--- src/verilog/stepper_cfg_regs.svh ---
`ifndef STEPPER_CFG_REGS_SVH
`define STEPPER_CFG_REGS_SVH

// Register offsets
`define ADDR_FAULT_PROTECT 6'h06
`define ADDR_BLANK_STALL 6'h07
`define ADDR_THR_LOW 6'h08

// Reset values
`define FAULT_PROTECT_RESET 8'h38
`define BLANK_STALL_RESET 8'h49
`define THR_LOW_RESET 8'h03
`define RD_UNMAPPED 8'h00

// Fault and protection control fields
`define FP_CLEAR 7
`define FP_LOCK_HI 6
`define FP_LOCK_LO 4
`define FP_DEGLITCH 3
`define FP_OC_RETRY 2
`define FP_OT_RETRY 1
`define FP_TW_REPORT 0
`define LOCK_KEY_CLOSE 3'h6
`define LOCK_KEY_OPEN 3'h3

// Blanking, stall and step control fields
`define BS_BLANK_HI 7
`define BS_BLANK_LO 6
`define BS_LEARN 5
`define BS_STALL_EN 4
`define BS_STALL_REP 3
`define BS_BYPASS 2
`define BS_TOL_HI 1
`define BS_TOL_LO 0

// Serial frame: bit 15 zero, bit 14 read, 13:8 address, 7:0 data
`define FRAME_BITS 5'h10
`define HEADER_BITS 5'h08

// Timing, in ns, and cycles at the system clock
`define CLK_PERIOD_NS 100
`define CYC_UP(t) (((t) + `CLK_PERIOD_NS - 1) / `CLK_PERIOD_NS)
`define DEGLITCH_LONG_NS 2200
`define DEGLITCH_SHORT_NS 1200
`define BLANK_0_NS 1000
`define BLANK_1_NS 1500
`define BLANK_2_NS 2000
`define BLANK_3_NS 2500
`define RETRY_TIME_NS 4000000

// Step tolerance as a right shift of the last period (1/128, 1/64, 1/32, 1/16)
`define TOL_SHIFT_0 7
`define TOL_SHIFT_1 6
`define TOL_SHIFT_2 5
`define TOL_SHIFT_3 4

`endif

--- src/verilog/stepper_cfg_pkg.sv ---
package stepper_cfg_pkg;
  typedef logic [7:0] reg_byte_type;
  typedef logic [5:0] reg_addr_type;
  typedef logic [11:0] thr_type;
  typedef enum logic {LOCK_OPEN, LOCK_CLOSED} lock_state_type;
  typedef enum logic [1:0] {LINK_IDLE, LINK_SHIFT, LINK_LOAD} link_state_type;
endpackage

--- src/verilog/reg_access_if.sv ---
`timescale 1ns/1ps
interface reg_access_if;
  import stepper_cfg_pkg::*;
  logic wr_stb;
  reg_addr_type addr;
  reg_byte_type wdata;
  reg_byte_type rdata;
  modport link (output wr_stb, output addr, output wdata, input rdata);
  modport regs (input wr_stb, input addr, input wdata, output rdata);
endinterface

--- src/verilog/reg_serial_link.sv ---
`timescale 1ns/1ps
`include "stepper_cfg_regs.svh"
module reg_serial_link (
  // Clock and reset
  input wire logic clock_i,
  input wire logic rst_n_i,
  input wire logic ce_i,
  // Serial pins
  input wire logic sclk_i,
  input wire logic scs_n_i,
  input wire logic sdi_i,
  output logic sdo_o,
  output logic sdo_oe_o,
  // Register side
  reg_access_if.link bus
);
  import stepper_cfg_pkg::*;
  localparam int NSYNC = 3;
  logic [NSYNC-1:0] raw;
  logic s1_q [NSYNC];
  logic s2_q [NSYNC];
  logic sclk_prev_q;
  logic [15:0] rx_q;
  reg_byte_type tx_q;
  logic [4:0] bits_q;
  logic sdo_q;
  logic wr_q;
  reg_addr_type addr_q;
  reg_byte_type wdata_q;
  link_state_type state_q;
  wire sclk_rise;
  wire sclk_fall;
  wire active;
  wire frame_end;

  assign raw = {sdi_i, scs_n_i, sclk_i};
  for (genvar g = 0; g < NSYNC; g++) begin : g_sync
    always_ff @(posedge clock_i or negedge rst_n_i) begin
      if (!rst_n_i) begin
        s1_q[g] <= 1'b0;
        s2_q[g] <= 1'b0;
      end else if (ce_i) begin
        s1_q[g] <= raw[g];
        s2_q[g] <= s1_q[g];
      end
    end
  end

  assign active = !s2_q[1];
  assign sclk_rise = s2_q[0] && !sclk_prev_q;
  assign sclk_fall = !s2_q[0] && sclk_prev_q;
  // Write only for a whole frame with a clean leading bit
  assign frame_end = !active && state_q != LINK_IDLE && bits_q == `FRAME_BITS
                     && !rx_q[15] && !rx_q[14];

  always_ff @(posedge clock_i or negedge rst_n_i) begin
    if (!rst_n_i) begin
      state_q <= LINK_IDLE;
      sclk_prev_q <= 1'b0;
      rx_q <= '0;
      tx_q <= '0;
      bits_q <= '0;
      sdo_q <= 1'b0;
      wr_q <= 1'b0;
      addr_q <= '0;
      wdata_q <= '0;
    end else if (ce_i) begin
      sclk_prev_q <= s2_q[0];
      wr_q <= frame_end;
      if (frame_end) begin
        wdata_q <= rx_q[7:0];
      end
      unique case (state_q)
        LINK_IDLE: begin
          bits_q <= '0;
          sdo_q <= 1'b0;
          if (active) begin
            state_q <= LINK_SHIFT;
          end
        end
        LINK_SHIFT: begin
          if (!active) begin
            state_q <= LINK_IDLE;
          end else if (sclk_fall) begin
            rx_q <= {rx_q[14:0], s2_q[2]};
            bits_q <= bits_q + 5'h01;
            if (bits_q == `HEADER_BITS - 5'h01) begin
              addr_q <= {rx_q[4:0], s2_q[2]};
              state_q <= LINK_LOAD;
            end
          end else if (sclk_rise && bits_q >= `HEADER_BITS) begin
            sdo_q <= tx_q[7];
            tx_q <= {tx_q[6:0], 1'b0};
          end
        end
        LINK_LOAD: begin
          // Register value captured mid-frame so it shifts out as data
          tx_q <= bus.rdata;
          state_q <= active ? LINK_SHIFT : LINK_IDLE;
        end
      endcase
    end
  end

  assign sdo_o = sdo_q;
  assign sdo_oe_o = active;
  assign bus.wr_stb = wr_q;
  assign bus.addr = addr_q;
  assign bus.wdata = wdata_q;
endmodule // reg_serial_link

--- src/verilog/stepper_protect_stall_config_regs.sv ---
`timescale 1ns/1ps
`include "stepper_cfg_regs.svh"
// Functional notes
// - Clear strobe clears latched faults, self-clears
// - Key 110b locks; only lock, clear writable
// - Unlocked: other lock values change nothing
// - Key 011b unlocks all registers
// - Locked: other lock values change nothing
// - Deglitch select: 2.2 us set, 1.2 us clear
// - Overcurrent: zero latches, one auto-retries
// - Overtemperature: zero latches, one auto-retries
// - Warning report bit gates warnings onto fault
// - Blanking field picks 1 to 2.5 us
// - Learn bit starts learning, hardware clears it
// - Stall detect enable turns detection on
// - Stall report bit gates stall onto fault
// - Bypass bit passes step input unfiltered
// - Tolerance field picks 1/128, 1/64, 1/32, 1/16 of the period
// - Threshold low byte, resets to three
// - High nibble from separate register combined
module stepper_protect_stall_config_regs #(
  parameter int RETRY_CYCLES = `CYC_UP(`RETRY_TIME_NS),
  parameter int PERIOD_W = 16
) (
  // Clock, reset and enable
  input wire logic clock_i,
  input wire logic resetn_i,
  input wire logic ce_i,
  // Serial register port
  input wire logic sclk_i,
  input wire logic scs_n_i,
  input wire logic sdi_i,
  output logic sdo_o,
  output logic sdo_oe_o,
  // Protection detectors, asynchronous
  input wire logic overcurrent_i,
  input wire logic overtemp_i,
  input wire logic temp_warn_i,
  input wire logic stall_i,
  // Step pin, asynchronous
  input wire logic step_i,
  // Same-clock inputs
  input wire logic pwm_on_i,
  input wire logic learn_done_i,
  input wire logic [3:0] stall_threshold_high_i,
  // Fault reporting
  output logic fault_out_n_o,
  output logic oc_fault_o,
  output logic ot_fault_o,
  output logic stall_fault_o,
  // Configuration and timing
  output logic blank_o,
  output logic step_o,
  output logic stall_learn_start_o,
  output logic stall_detect_enable_o,
  output stepper_cfg_pkg::thr_type stall_threshold_o,
  output logic locked_o
);
  import stepper_cfg_pkg::*;

  localparam int DEG_LONG = `CYC_UP(`DEGLITCH_LONG_NS);
  localparam int DEG_SHORT = `CYC_UP(`DEGLITCH_SHORT_NS);
  localparam int DEG_W = $clog2(DEG_LONG + 1);
  localparam int BLANK_W = $clog2(`CYC_UP(`BLANK_3_NS) + 1);
  localparam int RETRY_W = $clog2(RETRY_CYCLES + 1);
  localparam int NPIN = 5;
  localparam reg_byte_type FP_RST = `FAULT_PROTECT_RESET;
  localparam reg_byte_type BS_RST = `BLANK_STALL_RESET;
  localparam reg_byte_type THR_RST = `THR_LOW_RESET;

  function automatic logic addr_hit(input reg_addr_type a,
                                    input reg_addr_type r);
    return a == r;
  endfunction

  function automatic logic [BLANK_W-1:0] blank_cycles(input logic [1:0] s);
    unique case (s)
      2'h0: return BLANK_W'(`CYC_UP(`BLANK_0_NS));
      2'h1: return BLANK_W'(`CYC_UP(`BLANK_1_NS));
      2'h2: return BLANK_W'(`CYC_UP(`BLANK_2_NS));
      2'h3: return BLANK_W'(`CYC_UP(`BLANK_3_NS));
    endcase
  endfunction

  function automatic logic [PERIOD_W-1:0] tol_margin(
      input logic [PERIOD_W-1:0] p, input logic [1:0] s);
    unique case (s)
      2'h0: return p >> `TOL_SHIFT_0;
      2'h1: return p >> `TOL_SHIFT_1;
      2'h2: return p >> `TOL_SHIFT_2;
      2'h3: return p >> `TOL_SHIFT_3;
    endcase
  endfunction

  // Reset release synchroniser
  logic rst_s1_q;
  logic rst_n;
  always_ff @(posedge clock_i or negedge resetn_i) begin
    if (!resetn_i) begin
      rst_s1_q <= 1'b0;
      rst_n <= 1'b0;
    end else begin
      rst_s1_q <= 1'b1;
      rst_n <= rst_s1_q;
    end
  end

  // Pin synchronisers
  logic [NPIN-1:0] pin_raw;
  logic pin_s1_q [NPIN];
  logic pin_s2_q [NPIN];
  assign pin_raw = {step_i, stall_i, temp_warn_i, overtemp_i, overcurrent_i};
  for (genvar g = 0; g < NPIN; g++) begin : g_pin_sync
    always_ff @(posedge clock_i or negedge rst_n) begin
      if (!rst_n) begin
        pin_s1_q[g] <= 1'b0;
        pin_s2_q[g] <= 1'b0;
      end else if (ce_i) begin
        pin_s1_q[g] <= pin_raw[g];
        pin_s2_q[g] <= pin_s1_q[g];
      end
    end
  end
  wire oc_s = pin_s2_q[0];
  wire ot_s = pin_s2_q[1];
  wire tw_s = pin_s2_q[2];
  wire stall_s = pin_s2_q[3];
  wire step_s = pin_s2_q[4];

  // Serial register access
  reg_access_if bus ();
  reg_serial_link u_link (
    .clock_i(clock_i),
    .rst_n_i(rst_n),
    .ce_i(ce_i),
    .sclk_i(sclk_i),
    .scs_n_i(scs_n_i),
    .sdi_i(sdi_i),
    .sdo_o(sdo_o),
    .sdo_oe_o(sdo_oe_o),
    .bus(bus.link)
  );

  // Register state
  lock_state_type lock_q;
  lock_state_type lock_d;
  logic [3:0] fp_q;
  reg_byte_type bs_q;
  reg_byte_type bs_d;
  reg_byte_type thr_q;

  wire wr_fp = bus.wr_stb && addr_hit(bus.addr, `ADDR_FAULT_PROTECT);
  wire wr_bs = bus.wr_stb && addr_hit(bus.addr, `ADDR_BLANK_STALL);
  wire wr_thr = bus.wr_stb && addr_hit(bus.addr, `ADDR_THR_LOW);
  wire open = lock_q == LOCK_OPEN;
  wire [2:0] lock_field = bus.wdata[`FP_LOCK_HI:`FP_LOCK_LO];
  // Clear is honoured even while locked
  wire fault_clear_strobe = wr_fp && bus.wdata[`FP_CLEAR];
  wire learn_set = wr_bs && open && bus.wdata[`BS_LEARN];

  always_comb begin
    lock_d = lock_q;
    unique case (lock_q)
      LOCK_OPEN: begin
        if (wr_fp && lock_field == `LOCK_KEY_CLOSE) begin
          lock_d = LOCK_CLOSED;
        end
      end
      LOCK_CLOSED: begin
        if (wr_fp && lock_field == `LOCK_KEY_OPEN) begin
          lock_d = LOCK_OPEN;
        end
      end
    endcase
  end

  // Learn bit: a fresh start wins over a finishing learn in the same cycle
  always_comb begin
    bs_d = bs_q;
    if (wr_bs && open) begin
      bs_d = bus.wdata;
    end
    bs_d[`BS_LEARN] = learn_set || (bs_q[`BS_LEARN] && !learn_done_i);
  end

  always_ff @(posedge clock_i or negedge rst_n) begin
    if (!rst_n) begin
      lock_q <= LOCK_OPEN;
      fp_q <= FP_RST[3:0];
      bs_q <= BS_RST;
      thr_q <= THR_RST;
    end else if (ce_i) begin
      lock_q <= lock_d;
      bs_q <= bs_d;
      if (wr_fp && open) begin
        fp_q <= bus.wdata[3:0];
      end
      if (wr_thr && open) begin
        thr_q <= bus.wdata;
      end
    end
  end

  // Readback: lock field shows the key of the current state
  wire [2:0] lock_rd = open ? `LOCK_KEY_OPEN : `LOCK_KEY_CLOSE;
  wire [7:0] fp_rd = {1'b0, lock_rd, fp_q};
  assign bus.rdata = addr_hit(bus.addr, `ADDR_FAULT_PROTECT) ? fp_rd :
                     addr_hit(bus.addr, `ADDR_BLANK_STALL) ? bs_q :
                     addr_hit(bus.addr, `ADDR_THR_LOW) ? thr_q :
                     `RD_UNMAPPED;

  // Overcurrent deglitch: the condition must persist the selected time
  logic [DEG_W-1:0] deg_cnt_q;
  wire [DEG_W-1:0] deg_limit = fp_q[`FP_DEGLITCH] ? DEG_W'(DEG_LONG) :
                               DEG_W'(DEG_SHORT);
  wire oc_event = oc_s && deg_cnt_q == deg_limit;
  always_ff @(posedge clock_i or negedge rst_n) begin
    if (!rst_n) begin
      deg_cnt_q <= '0;
    end else if (ce_i) begin
      if (!oc_s) begin
        deg_cnt_q <= '0;
      end else if (!oc_event) begin
        deg_cnt_q <= deg_cnt_q + 1'b1;
      end
    end
  end

  // Fault 0 overcurrent, fault 1 overtemperature
  wire [1:0] flt_event = {ot_s, oc_event};
  wire [1:0] flt_retry = {fp_q[`FP_OT_RETRY], fp_q[`FP_OC_RETRY]};
  logic [1:0] flt_q;
  logic [RETRY_W-1:0] retry_q [2];
  for (genvar f = 0; f < 2; f++) begin : g_fault
    // Retry mode holds the fault a retry time past the condition
    wire retry_done = retry_q[f] == RETRY_W'(RETRY_CYCLES - 1);
    wire flt_next = flt_event[f] || (flt_q[f] && (flt_retry[f] ?
                    !retry_done : !fault_clear_strobe));
    always_ff @(posedge clock_i or negedge rst_n) begin
      if (!rst_n) begin
        flt_q[f] <= 1'b0;
        retry_q[f] <= '0;
      end else if (ce_i) begin
        flt_q[f] <= flt_next;
        retry_q[f] <= (flt_event[f] || !flt_q[f]) ? '0 :
                      retry_q[f] + 1'b1;
      end
    end
  end

  // Stall flag latches until cleared; the event wins over the clear
  logic stall_q;
  wire stall_en = bs_q[`BS_STALL_EN];
  wire stall_set = stall_s && stall_en;
  wire warn_rep = tw_s && fp_q[`FP_TW_REPORT];
  wire stall_rep = stall_q && bs_q[`BS_STALL_REP];
  logic fault_n_q;
  always_ff @(posedge clock_i or negedge rst_n) begin
    if (!rst_n) begin
      stall_q <= 1'b0;
      fault_n_q <= 1'b1;
    end else if (ce_i) begin
      stall_q <= stall_set || (stall_q && !fault_clear_strobe);
      fault_n_q <= !(|flt_q || warn_rep || stall_rep);
    end
  end

  // Sense blanking window started by each PWM on-time
  logic [BLANK_W-1:0] blank_cnt_q;
  logic blank_q;
  wire [1:0] blank_sel = bs_q[`BS_BLANK_HI:`BS_BLANK_LO];
  wire [BLANK_W-1:0] blank_cnt_d = pwm_on_i ? blank_cycles(blank_sel) :
                       (blank_cnt_q != '0) ? blank_cnt_q - 1'b1 :
                       blank_cnt_q;
  always_ff @(posedge clock_i or negedge rst_n) begin
    if (!rst_n) begin
      blank_cnt_q <= '0;
      blank_q <= 1'b0;
    end else if (ce_i) begin
      blank_cnt_q <= blank_cnt_d;
      blank_q <= blank_cnt_d != '0;
    end
  end

  // Step filter: an edge sooner than the last period less the tolerance
  // is taken as a glitch; slower steps are always accepted
  logic step_prev_q;
  logic step_q;
  logic have_last_q;
  logic [PERIOD_W-1:0] period_q;
  logic [PERIOD_W-1:0] last_q;
  wire step_edge = step_s && !step_prev_q;
  wire [1:0] tol_sel = bs_q[`BS_TOL_HI:`BS_TOL_LO];
  wire [PERIOD_W-1:0] min_period = last_q -
                                   tol_margin(last_q, tol_sel);
  wire step_ok = bs_q[`BS_BYPASS] || !have_last_q ||
                 period_q >= min_period;
  wire period_full = &period_q;
  always_ff @(posedge clock_i or negedge rst_n) begin
    if (!rst_n) begin
      step_prev_q <= 1'b0;
      step_q <= 1'b0;
      have_last_q <= 1'b0;
      period_q <= '0;
      last_q <= '0;
    end else if (ce_i) begin
      step_prev_q <= step_s;
      step_q <= step_edge && step_ok;
      if (step_edge && step_ok) begin
        last_q <= period_q;
        period_q <= '0;
        have_last_q <= 1'b1;
      end else if (period_full) begin
        have_last_q <= 1'b0;
      end else begin
        period_q <= period_q + 1'b1;
      end
    end
  end

  // Outputs
  assign fault_out_n_o = fault_n_q;
  assign oc_fault_o = flt_q[0];
  assign ot_fault_o = flt_q[1];
  assign stall_fault_o = stall_q;
  assign blank_o = blank_q;
  assign step_o = step_q;
  assign stall_learn_start_o = bs_q[`BS_LEARN];
  assign stall_detect_enable_o = stall_en;
  assign stall_threshold_o = {stall_threshold_high_i, thr_q};
  assign locked_o = !open;
endmodule // stepper_protect_stall_config_regs

--- config.mk ---
export PLATFORM = sky130hd
export DESIGN_NAME = stepper_protect_stall_config_regs
export DESIGN_NICKNAME = d
export VERILOG_FILES = /design/src/verilog/stepper_cfg_pkg.sv /design/src/verilog/reg_access_if.sv /design/src/verilog/reg_serial_link.sv /design/src/verilog/stepper_protect_stall_config_regs.sv
export VERILOG_INCLUDE_DIRS = /design/src /design/src/verilog
export SDC_FILE = /design/constraint.sdc
export NUM_CORES = 1
export LEC_CHECK = 0
export BUFFER_PORTS_ARGS = -buffer_cell sky130_fd_sc_hd__buf_2
export CELL_PAD_IN_SITES_DETAIL_PLACEMENT = 1
export CELL_PAD_IN_SITES_GLOBAL_PLACEMENT = 1
export CORE_ASPECT_RATIO = 0.75
export CORE_MARGIN = 2
export CORE_UTILIZATION = 45
export DETAILED_ROUTE_END_ITERATION = 6
export MAX_ROUTING_LAYER = met4
export PLACE_DENSITY = 0.86
export SLEW_MARGIN = 20
export SYNTH_ARGS = -nofsm -noshare
export SYNTH_HDL_FRONTEND = slang
export SYNTH_SLANG_ARGS = --single-unit
export TNS_END_PERCENT = 1
--- constraint.sdc ---
create_clock -name clock_i -period 5.45 [get_ports clock_i]
set_clock_uncertainty 0.05 [all_clocks]
set_input_delay 1.09 -clock clock_i [delete_from_list [all_inputs] [get_ports clock_i]]
set_output_delay 1.09 -clock clock_i [all_outputs]
set_load 0.01 [all_outputs]
==> out/qor.json, run 1 <==
{
  "status": {"value": "complete, no violations"},
  "synth_top_cell_by_area": {"value": "sky130_fd_sc_hd__dfrtp_1"},
  "fin_setup_tns": {"value": 0, "unit": "ns"},
  "cts_resized": {"value": 0},
  "dp_slack": {"value": 0.3486, "unit": "ns"},
  "gp_routability_congestion": {"value": 0.8121},
  "buffers_and_inverters_on_the_worst_path": {"value": 1},
  "worst-setup-path-type": {"value": "reg2reg"},
  "drt-wirelength-per-cell": {"value": 20.38, "unit": "um"},
  "clock_tree.buffer_depth": {"value": 2},
  "cp_num_cells": {"value": 17},
  "layoutNonFillerInstCount": {"value": 1140},
  "post_synth_and_or_nand_nor_area_fraction": {"value": 15.61, "unit": "%"},
  "core.rowCount": {"value": 44},
  "floorplan.core_area": {"value": 0.01954, "unit": "sq mm"},
  "final-hold-violation-count": {"value": 0},
  "placed_cells": {"value": 1110},
  "dieArea": {"value": 0.02129, "unit": "sq mm"},
  "worst-slew-pin-transition": {"value": 1.065, "unit": "ns"},
  "final-max-slew-violation-count": {"value": 0},
  "die_h": {"value": 126.9, "unit": "um"},
  "crit_path_end_kind": {"value": "flip-flop"},
  "synth.top_cells.by_area": {"value": "sky130_fd_sc_hd__dfrtp_1, sky130_fd_sc_hd__mux2_2, sky130_fd_sc_hd__ha_1"},
  "cts.repair_timing.setup_buffer_count": {"value": 0},
  "number_of_setup_violations_in_the_final_report": {"value": 0},
  "design.final.nets": {"value": 937},
  "hpwlAfterDp": {"value": 15.74, "unit": "mm"},
  "cp_data_required_time": {"value": 5.71, "unit": "ns"},
  "detailedRoute.firstPassIterationCount": {"value": 6},
  "route.vias.total": {"value": 6716},
  "globalRouteTotalUtil": {"value": 23.56, "unit": "%"},
  "worstSetupStartpointType": {"value": "flip-flop"},
  "postSynthAreaPerCell": {"value": 10.59, "unit": "sq um"},
  "dr.first_iter.drc_count": {"value": 422},
  "starting_density_of_the_core": {"value": 46.34, "unit": "%"},
  "numCtsBuffers": {"value": 17},
  "worst_path_max_delay_cell": {"value": "sky130_fd_sc_hd__dfstp_2"},
  "final_cell_mix": {"value": "sky130_fd_sc_hd__dfrtp_1, sky130_fd_sc_hd__nor2_1, sky130_fd_sc_hd__nand2_1, sky130_fd_sc_hd__mux2_2, sky130_fd_sc_hd__o21ai_0"},
  "cts_root_buf": {"value": "sky130_fd_sc_hd__clkbuf_16"},
  "worstReg2RegStart": {"value": "bs_q[0]$_DFFE_PN1P_"},
  "crit_chain": {"value": "mux4_2, ha_1, fa_1, nor2b_1, o31a_1, or2_1, a21oi_1, o21ai_0, xnor2_1, ha_1, nand3_1, nor3_2, a21oi_2, o211a_4, nor3_4, buf_4, mux2_2"},
  "die_w": {"value": 167.8, "unit": "um"},
  "critical_path.max_fanout": {"value": 20},
  "cpLargestDelayFamily": {"value": "adder cells"},
  "worst_ir_drop_vdd": {"value": 206.0, "unit": "uV"},
  "holdWs": {"value": 0.2836, "unit": "ns"},
  "crit_path_frequent_cell": {"value": "sky130_fd_sc_hd__ha_1"},
  "rsz_0062_raised_after_global_routing": {"value": "no"},
  "via_per_inst": {"value": 5.891},
  "finalCoreUtilization": {"value": 51.33, "unit": "%"},
  "yosys_warnings": {"value": 0},
  "tritoncts_num_sinks": {"value": 169},
  "cts_hold_buf": {"value": 0},
  "netlist_area": {"value": 0.009056, "unit": "sq mm"},
  "pin_count": {"value": 40},
  "synthArstFlopShare": {"value": 100.0, "unit": "%"},
  "detail_route.wirelength": {"value": 23.24, "unit": "mm"},
  "drive_above_1_share": {"value": 18.94, "unit": "%"},
  "cts_max_level": {"value": 4},
  "finalWorstSetupSlack": {"value": 0.2889, "unit": "ns"},
  "synth.yosys.seq_area_share": {"value": 46.79, "unit": "%"},
  "power.leakage": {"value": 4.521, "unit": "nW"},
  "portBuffers": {"value": 31},
  "globalRoute.totalOverflow": {"value": 0},
  "tritoncts_clock_tree": {"value": "yes"},
  "synth_edf_count": {"value": 0},
  "synth_top_family_by_area": {"value": "simple AND/OR/NAND/NOR gates"},
  "period_share": {"value": 94.70, "unit": "%"},
  "synth_compound_gate_area_share": {"value": 10.83, "unit": "%"},
  "min_path_type": {"value": "reg2async"},
  "drv_cap": {"value": 0},
  "layout_commonest_cell": {"value": "sky130_fd_sc_hd__dfrtp_1"},
  "synth_nets": {"value": 916},
  "critPathArrivalTime": {"value": 5.42, "unit": "ns"},
  "grt_start_max_net_pins": {"value": 168},
  "clk_latency": {"value": 0.43, "unit": "ns"},
  "synthDominantCellAreaShare": {"value": 44.76, "unit": "%"},
  "clk_transition_reported_paths": {"value": 0.07, "unit": "ns"},
  "synthCells": {"value": 855},
  "grt_first_pass_wirelength": {"value": 38.36, "unit": "mm"},
  "max_slew_margin": {"value": 29.00, "unit": "%"},
  "p_per_area": {"value": 367.2, "unit": "mW/mm^2"},
  "synth.lib_cells_used.distinct": {"value": 73},
  "final_period_minus_worst_setup_slack": {"value": 5.161, "unit": "ns"},
  "worst_r2r_path_depth": {"value": 17},
  "antenna-diode-count": {"value": 0},
  "reg2reg_setup_slack": {"value": 0.29, "unit": "ns"},
  "r2r_end": {"value": "last_q[1]$_DFFE_PN0P_"},
  "synth-adder-area-share": {"value": 6.162, "unit": "%"},
  "ys_dominant_reg_cell": {"value": "sky130_fd_sc_hd__dfrtp_1"},
  "ant_nets": {"value": 0},
  "ys_seq_elements": {"value": 169},
  "grt_pass1_vias": {"value": 7114},
  "synth_xor_xnor_area_share": {"value": 3.868, "unit": "%"},
  "antenna_violations_before_repair": {"value": 0},
  "fmax": {"value": 193.8, "unit": "MHz"},
  "cpPeakStageDelay": {"value": 0.76, "unit": "ns"},
  "area.growth.synth_to_final": {"value": 10.78, "unit": "%"},
  "drc": {"value": 0},
  "synth_mux_area_share": {"value": 13.68, "unit": "%"}
}
-- synthesized netlist by cell type, types with 3 or more instances --
cell                        count
sky130_fd_sc_hd__dfrtp_1      162
sky130_fd_sc_hd__nor2_1        77
sky130_fd_sc_hd__nand2_1       75
sky130_fd_sc_hd__mux2_2        70
sky130_fd_sc_hd__o21ai_0       50
sky130_fd_sc_hd__ha_1          43
sky130_fd_sc_hd__a21oi_1       30
sky130_fd_sc_hd__xor2_1        29
sky130_fd_sc_hd__inv_1         26
sky130_fd_sc_hd__nand3_1       23
sky130_fd_sc_hd__mux2i_1       21
sky130_fd_sc_hd__nor3_1        21
sky130_fd_sc_hd__and3_1        17
sky130_fd_sc_hd__nand4_1       17
sky130_fd_sc_hd__clkbuf_1      16
sky130_fd_sc_hd__mux2_4        13
sky130_fd_sc_hd__xnor2_1       11
sky130_fd_sc_hd__a21o_1        10
sky130_fd_sc_hd__or3_1          9
sky130_fd_sc_hd__buf_2          8
sky130_fd_sc_hd__nand2b_1       8
sky130_fd_sc_hd__dfstp_2        7
sky130_fd_sc_hd__a22o_1         6
sky130_fd_sc_hd__nor2b_1        6
sky130_fd_sc_hd__and4_1         5
sky130_fd_sc_hd__buf_4          5
sky130_fd_sc_hd__a211oi_1       4
sky130_fd_sc_hd__a222oi_1       4
sky130_fd_sc_hd__a31oi_1        4
sky130_fd_sc_hd__o211ai_1       4
sky130_fd_sc_hd__o2bb2ai_1      4
sky130_fd_sc_hd__o31ai_1        4
sky130_fd_sc_hd__or2_1          4
sky130_fd_sc_hd__a221oi_1       3
sky130_fd_sc_hd__and2_1         3
sky130_fd_sc_hd__buf_1          3
sky130_fd_sc_hd__nor3b_1        3
sky130_fd_sc_hd__o21a_1         3
sky130_fd_sc_hd__o41ai_1        3
-- registers in the layout, summed over array words and instances (netlist names), 2 cells and up --
register,flops
u_link.bus.wdata,8
u_link.bus.addr,6
bs_q,8
u_link.s2_q,3
last_q,16
period_q,16
u_link.tx_q,8
blank_cnt_q,5
fp_q,4
deg_cnt_q,5
u_link.rx_q,16
pin_s1_q,5
u_link.state_q,2
retry_q,32
u_link.bits_q,5
u_link.s1_q,3
thr_q,8
-- layer usage --
layer	part of all wire, %	global-route usage, %	vias up
li1	-	-	3105
met1	47	31.38	3475
met2	48	38.33	117
met3	3.7	3.651	19
met4	1.2	5.320	0
met5	0	-	-
-- area by class of cell --
class,instances,area (sq um)
multi-input cells,625,4552
flip-flops and latches,169,4242
inverters,27,101.3
fillers,2116,9512
well taps,253,316.6
repair buffers,36,205.2
clock buffers,20,446.7
clock inverters,10,168.9
-- stage by stage --
step	area, sq um	total power, mW
3_5_place_dp	9410	2.369
4_1_cts	10030	3.704
6_report	10030	3.684
2_1_floorplan	9056	2.134
3_3_place_gp	9410	2.314
5_1_grt	10030	3.891
-- report_power, final --
part           internal (mW)  switching (mW)  leakage [nW]  total [mW]
registers               1.36           0.117          2.23        1.47
clock network          0.780           0.517         0.300        1.30
logic                  0.384           0.530          1.99       0.914
-- kinds of logic (layout without fill, tap and decap cells) --
group                    count (synthesis)  after routing
multiplexers                           106            106
flip-flops                             169            169
buffers and inverters                   61             93
other                                    1              1
adder cells (fa/ha/maj)                 44             44
AO/OA/AOI/OAI                          148            148
XOR/XNOR                                40             40
AND/OR/NAND/NOR                        286            286
-- how the worst max path moves through the flow --
| stage | start | to | slack [ns] |
|---|---|---|---|
| 3_5_place_dp | bs_q[0]$_DFFE_PN1P_ | last_q[8]$_DFFE_PN0P_ | 0.35 |
| 3_3_place_gp | bs_q[0]$_DFFE_PN1P_ | last_q[7]$_DFFE_PN0P_ | 0.67 |
| 4_1_cts | bs_q[0]$_DFFE_PN1P_ | last_q[8]$_DFFE_PN0P_ | 0.25 |
| 2_1_floorplan | rst_n$_DFF_PN0_ | blank_cnt_q[0]$_DFFE_PN0P_ | 0.35 |
| 6_report | bs_q[0]$_DFFE_PN1P_ | last_q[1]$_DFFE_PN0P_ | 0.29 |
| 5_1_grt | bs_q[0]$_DFFE_PN1P_ | last_q[2]$_DFFE_PN0P_ | 0.02 |
No activity file was read; power rests on OpenSTA's default activity.
==> inputs of run 2 (changes only) <==
CTS_CLUSTER_DIAMETER = 100   (was default)
SETUP_SLACK_MARGIN = 0.4   (was default)
==> run 2 against run 1 <==
Against the previous run: global-route usage grew 1.6 points; first-iteration DRC count increased by 24%; register-to-register slack better by 0.29 ns; clock power is 5% lower; sequential share of layout area shrank 0.10 points; non-clock buffer count is 5 higher; die area unchanged; hold slack better by 0.024 ns; count of clock-buffer cells in the layout shrank 3; highest routed layer unchanged; final cell count up 0.61%; critical path type unchanged; setup slack better by 0.29 ns; largest cell class unchanged.
==> out/qor.json, run 2 (synthesized netlist as in run 1, its figures left out) <==
{
  "critPathArrivalTime": {"value": 5.16, "unit": "ns", "change": "-0.26 ns"},
  "antenna_violations_before_repair": {"value": 0, "change": "unchanged"},
  "detailedRoute.firstPassIterationCount": {"value": 7, "change": "+1"},
  "portBuffers": {"value": 31, "change": "unchanged"},
  "placed_area": {"value": 0.009405, "unit": "sq mm", "change": "about the same"},
  "crit_path_end_kind": {"value": "flip-flop"},
  "antenna-diode-count": {"value": 0, "change": "unchanged"},
  "tritoncts_clock_tree": {"value": "yes"},
  "final_period_minus_worst_setup_slack": {"value": 4.876, "unit": "ns", "change": "-0.2856 ns"},
  "design.final.nets": {"value": 942, "change": "+0.53%"},
  "critical_path.max_fanout": {"value": 21, "change": "+5.0%"},
  "use_met1": {"value": 33.21, "unit": "%", "change": "+1.8 points"},
  "area.growth.synth_to_final": {"value": 11.14, "unit": "%"},
  "cts_max_level": {"value": 4, "change": "unchanged"},
  "status": {"value": "complete, no violations"},
  "tritoncts_num_sinks": {"value": 169, "change": "unchanged"},
  "floorplan.core_area": {"value": 0.01954, "unit": "sq mm", "change": "unchanged"},
  "final_area": {"value": 0.01006, "unit": "sq mm", "change": "+0.32%"},
  "via_per_inst": {"value": 6.101, "change": "+3.6%"},
  "final-hold-violation-count": {"value": 0, "change": "unchanged"},
  "n_fill_cell": {"value": 2112, "change": "-0.19%"},
  "cp_data_required_time": {"value": 5.74, "unit": "ns", "change": "+0.03 ns"},
  "layoutNonFillerInstCount": {"value": 1147, "change": "+0.61%"},
  "dr.first_iter.drc_count": {"value": 525, "change": "+24%"},
  "grt_pass1_vias": {"value": 7477, "change": "+5.1%"},
  "starting_density_of_the_core": {"value": 46.34, "unit": "%", "change": "unchanged"},
  "grt_first_pass_wirelength": {"value": 40.92, "unit": "mm", "change": "+6.7%"},
  "pin_count": {"value": 40, "change": "unchanged"},
  "rsz_0062_raised_after_global_routing": {"value": "no"},
  "ant_nets": {"value": 0, "change": "unchanged"},
  "worst_ir_drop_vdd": {"value": 279.6, "unit": "uV", "change": "+36%"},
  "drc": {"value": 0, "change": "unchanged"},
  "globalRoute.totalOverflow": {"value": 0, "change": "unchanged"},
  "min_path_type": {"value": "reg2reg"},
  "die_w": {"value": 167.8, "unit": "um", "change": "unchanged"},
  "gr-max-usage-layer": {"value": "met2"},
  "holdWs": {"value": 0.3072, "unit": "ns", "change": "+0.02354 ns"},
  "worstSetupStartpointType": {"value": "flip-flop"},
  "power.leakage": {"value": 4.536, "unit": "nW", "change": "+0.34%"},
  "p_per_area": {"value": 362.0, "unit": "mW/mm^2", "change": "-1.4%"},
  "hpwlAfterDp": {"value": 16.71, "unit": "mm", "change": "+6.2%"},
  "fin_setup_tns": {"value": 0, "unit": "ns", "change": "unchanged"},
  "placed_cells": {"value": 1111, "change": "+0.090%"},
  "layout_commonest_cell": {"value": "sky130_fd_sc_hd__dfrtp_1"},
  "route.vias.total": {"value": 6998, "change": "+4.2%"},
  "drt-wirelength-per-cell": {"value": 22.29, "unit": "um", "change": "+9.4%"},
  "clk_transition_reported_paths": {"value": 0.07, "unit": "ns", "change": "about the same"},
  "period_share": {"value": 89.46, "unit": "%", "change": "-5.2 points"},
  "grtUsageMet3": {"value": 4.680, "unit": "%", "change": "+1.0 points"},
  "number_of_setup_violations_in_the_final_report": {"value": 0, "change": "unchanged"},
  "final_cell_mix": {"value": "sky130_fd_sc_hd__dfrtp_1, sky130_fd_sc_hd__nor2_1, sky130_fd_sc_hd__nand2_1, sky130_fd_sc_hd__mux2_2, sky130_fd_sc_hd__o21ai_0"},
  "clock_tree.buffer_depth": {"value": 2, "change": "unchanged"},
  "gp_routability_congestion": {"value": 0.8185, "change": "+0.79%"},
  "clk_latency": {"value": 0.45, "unit": "ns", "change": "+0.02 ns"},
  "grt_start_max_net_pins": {"value": 65, "change": "-61%"},
  "worst-setup-path-type": {"value": "reg2reg"},
  "numCtsBuffers": {"value": 17, "change": "unchanged"},
  "regMostFlops": {"value": "retry_q"},
  "drive_above_1_share": {"value": 20.02, "unit": "%", "change": "+1.1 points"},
  "fmax": {"value": 205.1, "unit": "MHz", "change": "+5.9%"},
  "drv_cap": {"value": 0, "change": "unchanged"},
  "use_met2": {"value": 39.26, "unit": "%", "change": "+0.92 points"},
  "cts_root_buf": {"value": "sky130_fd_sc_hd__clkbuf_16"},
  "die_h": {"value": 126.9, "unit": "um", "change": "unchanged"},
  "globalRouteTotalUtil": {"value": 25.18, "unit": "%", "change": "+1.6 points"},
  "worst-slew-pin-transition": {"value": 0.9244, "unit": "ns", "change": "-0.1406 ns"},
  "max_reg_flops": {"value": 32, "change": "unchanged"},
  "max_slew_margin": {"value": 38.37, "unit": "%", "change": "+9.4 points"},
  "detail_route.wirelength": {"value": 25.57, "unit": "mm", "change": "+10%"},
  "core.rowCount": {"value": 44, "change": "unchanged"},
  "final-max-slew-violation-count": {"value": 0, "change": "unchanged"},
  "cts_hold_buf": {"value": 0, "change": "unchanged"},
  "dieArea": {"value": 0.02129, "unit": "sq mm", "change": "unchanged"}
}
## run 2: cell types whose count changed in the layout (fill, tap and decap cells not counted), moves of 2 or more
cell | previous run | this run
sky130_fd_sc_hd__buf_4 | 4 | 8
sky130_fd_sc_hd__bufinv_16 | 4 | 1
sky130_fd_sc_hd__clkbuf_1 | 2 | 0
sky130_fd_sc_hd__clkinvlp_4 | 1 | 4
sky130_fd_sc_hd__inv_6 | 0 | 4
sky130_fd_sc_hd__o41ai_1 | 3 | 1
sky130_fd_sc_hd__o41ai_2 | 0 | 2
## run 2: report_power, final
part | switching [mW] | leakage (nW) | total [mW] | internal [mW]
Clock | 0.585 | 0.275 | 1.23 | 0.647
Combinational | 0.539 | 2.03 | 0.925 | 0.386
Sequential | 0.131 | 2.23 | 1.49 | 1.35
## run 2: layer usage
| layer | vias to the layer above | wire length [um] |
|---|---|---|
| li1 | 3113 | - |
| met5 | - | 0 |
| met1 | 3635 | 11520 |
| met3 | 59 | 1115 |
| met4 | 0 | 646 |
| met2 | 191 | 12290 |
## run 2: timing repair
item	in CTS	in global routing
gates resized for setup	1	5
endpoints found under the setup margin	7	30
setup buffers	0	4
hold endpoints to repair	0	0
## run 2: path summary, 6_finish.rpt
path	slack [ns]	end	cells past startpoint	from
hold reg to reg	0.31	rst_n$_DFF_PN0_	0	rst_s1_q$_DFF_PN0_
max in group asynchronous	3.66	pin_s1_q[0]$_DFFE_PN0P_	1	rst_n$_DFF_PN0_
setup reg to reg	0.57	last_q[2]$_DFFE_PN0P_	18	bs_q[0]$_DFFE_PN1P_
hold / removal	0.31	rst_n$_DFF_PN0_	0	rst_s1_q$_DFF_PN0_
setup / recovery	0.57	last_q[2]$_DFFE_PN0P_	18	bs_q[0]$_DFFE_PN1P_
min in group asynchronous	0.37	rst_n$_DFF_PN0_	1	resetn_i
## run 2: metrics by stage
stage	setup slack, ns	power [mW]	utilization (%)
final	0.5745	3.643	51.50
after CTS	0.4431	3.636	51.13
after global routing	0.2944	3.821	51.50
after floorplan	0.8100	2.134	-
after detailed placement	0.4888	2.389	48.12
after global placement	0.6501	2.318	48.12
## run 2: final cells by class
type / count / area [sq um] / share of cell area (%)
tap: 253 / 316.6 / 3.145
clock buffer: 17 / 425.4 / 4.227
timing repair buffer: 41 / 250.2 / 2.486
inverter: 27 / 101.3 / 1.007
multi-input combinational: 625 / 4567 / 45.38
clock inverter: 15 / 158.9 / 1.579
sequential: 169 / 4245 / 42.18
## run 2: critical path, cell delays in order (launching register included)
cell                      delay (ns)
sky130_fd_sc_hd__dfstp_4        0.73
sky130_fd_sc_hd__buf_12         0.13
sky130_fd_sc_hd__mux2i_1        0.30
sky130_fd_sc_hd__mux2i_1        0.12
sky130_fd_sc_hd__inv_1          0.09
sky130_fd_sc_hd__ha_1           0.29
sky130_fd_sc_hd__a21oi_1        0.25
sky130_fd_sc_hd__nand2_1        0.08
sky130_fd_sc_hd__o21ai_1        0.37
sky130_fd_sc_hd__o31ai_1        0.21
sky130_fd_sc_hd__nor3_1         0.32
sky130_fd_sc_hd__xnor2_1        0.12
sky130_fd_sc_hd__ha_1           0.31
sky130_fd_sc_hd__and4_1         0.22
sky130_fd_sc_hd__nand2_1        0.09
sky130_fd_sc_hd__o211a_4        0.26
sky130_fd_sc_hd__nor3_4         0.20
sky130_fd_sc_hd__buf_8          0.23
sky130_fd_sc_hd__mux2_2         0.35
==> inputs of run 3 (changes only) <==
PLACE_DENSITY = 0.85   (was 0.86)
SYNTH_HIERARCHICAL = 1   (was default)
==> run 3 against run 2 <==
Against the previous run: the flow now finishes with violations (design-rule violations); count of clock-buffer cells in the layout increased by 7; sequential power rose by 3%; synthesized area is 0.72% lower; clock power grew 5%; via count fell by 5.1%; core utilization up 0.74 points; fmax fell by 0.91%; register-to-register slack got worse by 0.04 ns; sequential cell count is the same; hold slack got worse by 0.14 ns; critical path depth fell by 2; sequential share of layout area decreased by 0.49 points; critical path type unchanged.
==> out/qor.json, run 3 <==
{
  "drc": {"value": 3, "change": "+3"},
  "floorplan.core_area": {"value": 0.01949, "unit": "sq mm", "change": "-0.28%"},
  "critical_path.max_fanout": {"value": 14, "change": "-33%"},
  "number_of_setup_violations_in_the_final_report": {"value": 0, "change": "unchanged"},
  "post-synth-top-count-cell": {"value": "sky130_fd_sc_hd__dfrtp_1"},
  "synthCells": {"value": 830, "change": "-2.9%"},
  "worst-slew-pin-transition": {"value": 0.8569, "unit": "ns", "change": "-0.06748 ns"},
  "cp_data_required_time": {"value": 5.72, "unit": "ns", "change": "-0.02 ns"},
  "power.sequential.fraction": {"value": 39.8, "unit": "%", "change": "-1.0 points"},
  "route.vias.total": {"value": 6641, "change": "-5.1%"},
  "cts_root_buf": {"value": "sky130_fd_sc_hd__clkbuf_16"},
  "via_per_inst": {"value": 5.872, "change": "-3.8%"},
  "violated_checks": {"value": "design-rule violations"},
  "area.growth.synth_to_final": {"value": 13.22, "unit": "%"},
  "min_path_type": {"value": "reg2async"},
  "design.final.nets": {"value": 924, "change": "-1.9%"},
  "dp_slack": {"value": 0.02638, "unit": "ns", "change": "-0.4624 ns"},
  "grt_start_max_net_pins": {"value": 149, "change": "+130%"},
  "globalRoute.totalOverflow": {"value": 0, "change": "unchanged"},
  "synth_top_cells_by_count": {"value": "sky130_fd_sc_hd__dfrtp_1, sky130_fd_sc_hd__mux2_2, sky130_fd_sc_hd__nor2_1"},
  "gp_routability_congestion": {"value": 0.8445, "change": "+3.2%"},
  "final_cell_mix": {"value": "sky130_fd_sc_hd__dfrtp_1, sky130_fd_sc_hd__mux2_2, sky130_fd_sc_hd__nor2_1, sky130_fd_sc_hd__nand2_1, sky130_fd_sc_hd__inv_1"},
  "max_reg_flops": {"value": 32, "change": "unchanged"},
  "ant_nets": {"value": 0, "change": "unchanged"},
  "antenna_violations_before_repair": {"value": 0, "change": "unchanged"},
  "share_comb_of_total_power": {"value": 26.5, "unit": "%", "change": "+1.1 points"},
  "synthArstFlopShare": {"value": 100.0, "unit": "%", "change": "unchanged"},
  "layout_commonest_cell": {"value": "sky130_fd_sc_hd__dfrtp_1"},
  "wl_met3": {"value": 812, "unit": "um", "change": "-27%"},
  "yosys_warnings": {"value": 6, "change": "+6"},
  "final-max-slew-violation-count": {"value": 0, "change": "unchanged"},
  "numCtsBuffers": {"value": 17, "change": "unchanged"},
  "max_slew_margin": {"value": 42.87, "unit": "%", "change": "+4.5 points"},
  "detail_route.wirelength": {"value": 23.67, "unit": "mm", "change": "-7.4%"},
  "synth_top_cell_by_area": {"value": "sky130_fd_sc_hd__dfrtp_1"},
  "detailedRoute.firstPassIterationCount": {"value": 7, "change": "unchanged"},
  "period_share": {"value": 90.28, "unit": "%", "change": "+0.82 points"},
  "globalRouteTotalUtil": {"value": 24.37, "unit": "%", "change": "-0.81 points"},
  "cts_max_level": {"value": 4, "change": "unchanged"},
  "worstSetupStartpointType": {"value": "flip-flop"},
  "core.rowCount": {"value": 44, "change": "unchanged"},
  "critPathArrivalTime": {"value": 5.19, "unit": "ns", "change": "+0.03 ns"},
  "portBuffers": {"value": 31, "change": "unchanged"},
  "synth_edf_count": {"value": 0, "change": "unchanged"},
  "regMostFlops": {"value": "retry_q"},
  "postSynthAreaPerCell": {"value": 10.83, "unit": "sq um", "change": "+2.3%"},
  "grt_pass1_vias": {"value": 7234, "change": "-3.2%"},
  "finalCoreUtilization": {"value": 52.23, "unit": "%", "change": "+0.74 points"},
  "pwr-share-clk": {"value": 33.6, "unit": "%", "change": "-0.2 points"},
  "netSwitchingPower": {"value": 1.223, "unit": "mW", "change": "-2.6%"},
  "tritoncts_num_sinks": {"value": 169, "change": "unchanged"},
  "n_fill_cell": {"value": 2110, "change": "-0.095%"},
  "dr.first_iter.drc_count": {"value": 451, "change": "-14%"},
  "crit_path_end_kind": {"value": "flip-flop"},
  "fmax": {"value": 203.2, "unit": "MHz", "change": "-0.91%"},
  "netlist_area": {"value": 0.008991, "unit": "sq mm", "change": "-0.72%"},
  "die_w": {"value": 167.2, "unit": "um", "change": "-0.35%"},
  "drive_above_1_share": {"value": 23.92, "unit": "%", "change": "+3.9 points"},
  "power.internal": {"value": 2.614, "unit": "mW", "change": "+9.4%"},
  "drt-wirelength-per-cell": {"value": 20.93, "unit": "um", "change": "-6.1%"},
  "final-hold-violation-count": {"value": 0, "change": "unchanged"},
  "finalWorstSetupSlack": {"value": 0.5299, "unit": "ns", "change": "-0.04456 ns"},
  "p_per_area": {"value": 376.9, "unit": "mW/mm^2", "change": "+4.1%"},
  "synthDominantCellAreaShare": {"value": 45.09, "unit": "%", "change": "+0.32 points"},
  "clock_tree.buffer_depth": {"value": 2, "change": "unchanged"},
  "worst_ir_drop_vdd": {"value": 231.8, "unit": "uV", "change": "-17%"},
  "met2RoutedLength": {"value": 11.46, "unit": "mm", "change": "-6.7%"},
  "fin_setup_tns": {"value": 0, "unit": "ns", "change": "unchanged"},
  "synth.yosys.seq_area_share": {"value": 47.13, "unit": "%", "change": "+0.34 points"},
  "power.leakage": {"value": 4.709, "unit": "nW", "change": "+3.8%"},
  "hpwlAfterDp": {"value": 15.79, "unit": "mm", "change": "-5.5%"},
  "ys_dominant_reg_cell": {"value": "sky130_fd_sc_hd__dfrtp_1"},
  "grt_first_pass_wirelength": {"value": 39.30, "unit": "mm", "change": "-4.0%"},
  "synth_nets": {"value": 888, "change": "-3.1%"},
  "clk_latency": {"value": 0.44, "unit": "ns", "change": "about the same"},
  "dieArea": {"value": 0.02114, "unit": "sq mm", "change": "-0.70%"},
  "drv_cap": {"value": 0, "change": "unchanged"},
  "tritoncts_clock_tree": {"value": "yes"},
  "status": {"value": "complete, but fails checks"},
  "clk_transition_reported_paths": {"value": 0.07, "unit": "ns", "change": "about the same"},
  "die_h": {"value": 126.4, "unit": "um", "change": "-0.35%"},
  "ys_seq_elements": {"value": 169, "change": "unchanged"},
  "synth.top_cells.by_area": {"value": "sky130_fd_sc_hd__dfrtp_1, sky130_fd_sc_hd__mux2_2, sky130_fd_sc_hd__ha_1"},
  "antenna-diode-count": {"value": 0, "change": "unchanged"},
  "worst-setup-path-type": {"value": "reg2reg"},
  "switching_share": {"value": 31.87, "unit": "%", "change": "-2.6 points"},
  "final_period_minus_worst_setup_slack": {"value": 4.920, "unit": "ns", "change": "+0.04456 ns"},
  "cts_hold_buf": {"value": 0, "change": "unchanged"},
  "starting_density_of_the_core": {"value": 46.14, "unit": "%", "change": "-0.20 points"},
  "dr.max_layer_used": {"value": "met4"},
  "detailed_routing_wirelength_on_met1": {"value": 11.03, "unit": "mm", "change": "-4.3%"},
  "pin_count": {"value": 40, "change": "unchanged"},
  "synth.lib_cells_used.distinct": {"value": 78, "change": "+6.8%"},
  "rsz_0062_raised_after_global_routing": {"value": "yes"}
}
run 3: cell count changes after synthesis, sizes merged, moves of 6 or more:
cell | before | now
inv | 26 | 40
mux2 | 83 | 97
nor2 | 77 | 64
o21ai | 51 | 38
nand2 | 75 | 63
xnor2 | 11 | 23
mux2i | 21 | 13
nand2b | 8 | 16
buf | 18 | 12
nand3 | 23 | 29
or3 | 9 | 3
run 3: power by group through the flow:
| stage | logic, mW | registers [mW] | clock network (mW) |
|---|---|---|---|
| floorplan | 0.680 | 1.49 | 0 |
| global placement | 0.850 | 1.53 | 0 |
| detailed placement | 0.895 | 1.54 | 0 |
| CTS | 0.938 | 1.52 | 1.30 |
| global route | 1.13 | 1.55 | 1.36 |
| finish | 1.02 | 1.53 | 1.29 |
run 3: kinds of logic (layout without fill, tap and decap cells):
logic type      Yosys count  in the layout  share of synthesized area [%]
buf+inv                  70            118                          3.493
compound gates          132            132                          10.13
xor+xnor                 47             47                          4.578
flops                   169            169                          47.13
other cells               1              1                        0.04171
simple gates            258            258                          14.45
mux                     112            112                          14.39
fa+ha+maj                41             41                          5.789
run 3: worst max-delay path, cell delays in order, from the launching register on:
cell and delay (ns):
sky130_fd_sc_hd__dfstp_2 0.59, sky130_fd_sc_hd__mux4_2 0.51, sky130_fd_sc_hd__inv_1 0.09, sky130_fd_sc_hd__ha_1 0.28, sky130_fd_sc_hd__a21o_1 0.21, sky130_fd_sc_hd__o31a_1 0.34, sky130_fd_sc_hd__a211o_1 0.35, sky130_fd_sc_hd__a2111oi_4 0.33
sky130_fd_sc_hd__xnor2_1 0.13, sky130_fd_sc_hd__ha_1 0.38, sky130_fd_sc_hd__nand4_4 0.12, sky130_fd_sc_hd__nor3_4 0.17, sky130_fd_sc_hd__o2111ai_2 0.17, sky130_fd_sc_hd__a311oi_4 0.37, sky130_fd_sc_hd__and2_4 0.22, sky130_fd_sc_hd__buf_8 0.17
sky130_fd_sc_hd__mux2_4 0.32
run 3: routing by layer:
metal  GRT usage (%)  vias up
met1           31.58     3462
met5               -        -
met4           7.775        0
li1                -     3040
met2           39.30      114
met3           4.337       25
run 3: final cells by class:
class | instances | area [sq um] | share of cell area [%]
Clock buffer | 24 | 471.7 | 4.634
Clock inverter | 7 | 141.4 | 1.389
Inverter | 40 | 150.1 | 1.475
Multi-Input combinational cell | 591 | 4544 | 44.64
Sequential cell | 169 | 4244 | 41.69
Tap cell | 253 | 316.6 | 3.110
Timing Repair Buffer | 47 | 311.5 | 3.060
run 3: stage by stage:
stage	hold WS [ns]	cell area (sq um)	cells	total power, mW
finish	0.1648	10180	1131	3.837
global route	0.1943	10180	1131	4.037
CTS	0.1777	10070	1129	3.763
detailed placement	0.1705	9383	1093	2.434
global placement	0.1748	9383	1093	2.379
floorplan	0.2811	8992	830	2.173
run 3: path summary, 6_finish.rpt:
kind,from,endpoint,slack [ns],depth (start not counted)
worst max-delay path,bs_q[0]$_DFFE_PN1P_,last_q[14]$_DFFE_PN0P_,0.53,16
worst max register to register,bs_q[0]$_DFFE_PN1P_,last_q[14]$_DFFE_PN0P_,0.53,16
max in group asynchronous,rst_n$_DFF_PN0_,bs_q[1]$_DFFE_PN0P_,4.01,1
min in group clock_i,rst_s1_q$_DFF_PN0_,rst_n$_DFF_PN0_,0.31,0
worst min-delay path,rst_n$_DFF_PN0_,blank_o$_DFFE_PN0P_,0.16,0
worst min register to register,rst_n$_DFF_PN0_,blank_o$_DFFE_PN0P_,0.16,0
run 3: repair_timing:
action / in CTS / in global routing
pin swaps: 0 / 9
setup buffers: 5 / 2
gates resized for setup: 5 / 18
setup endpoints to repair: 34 / 34
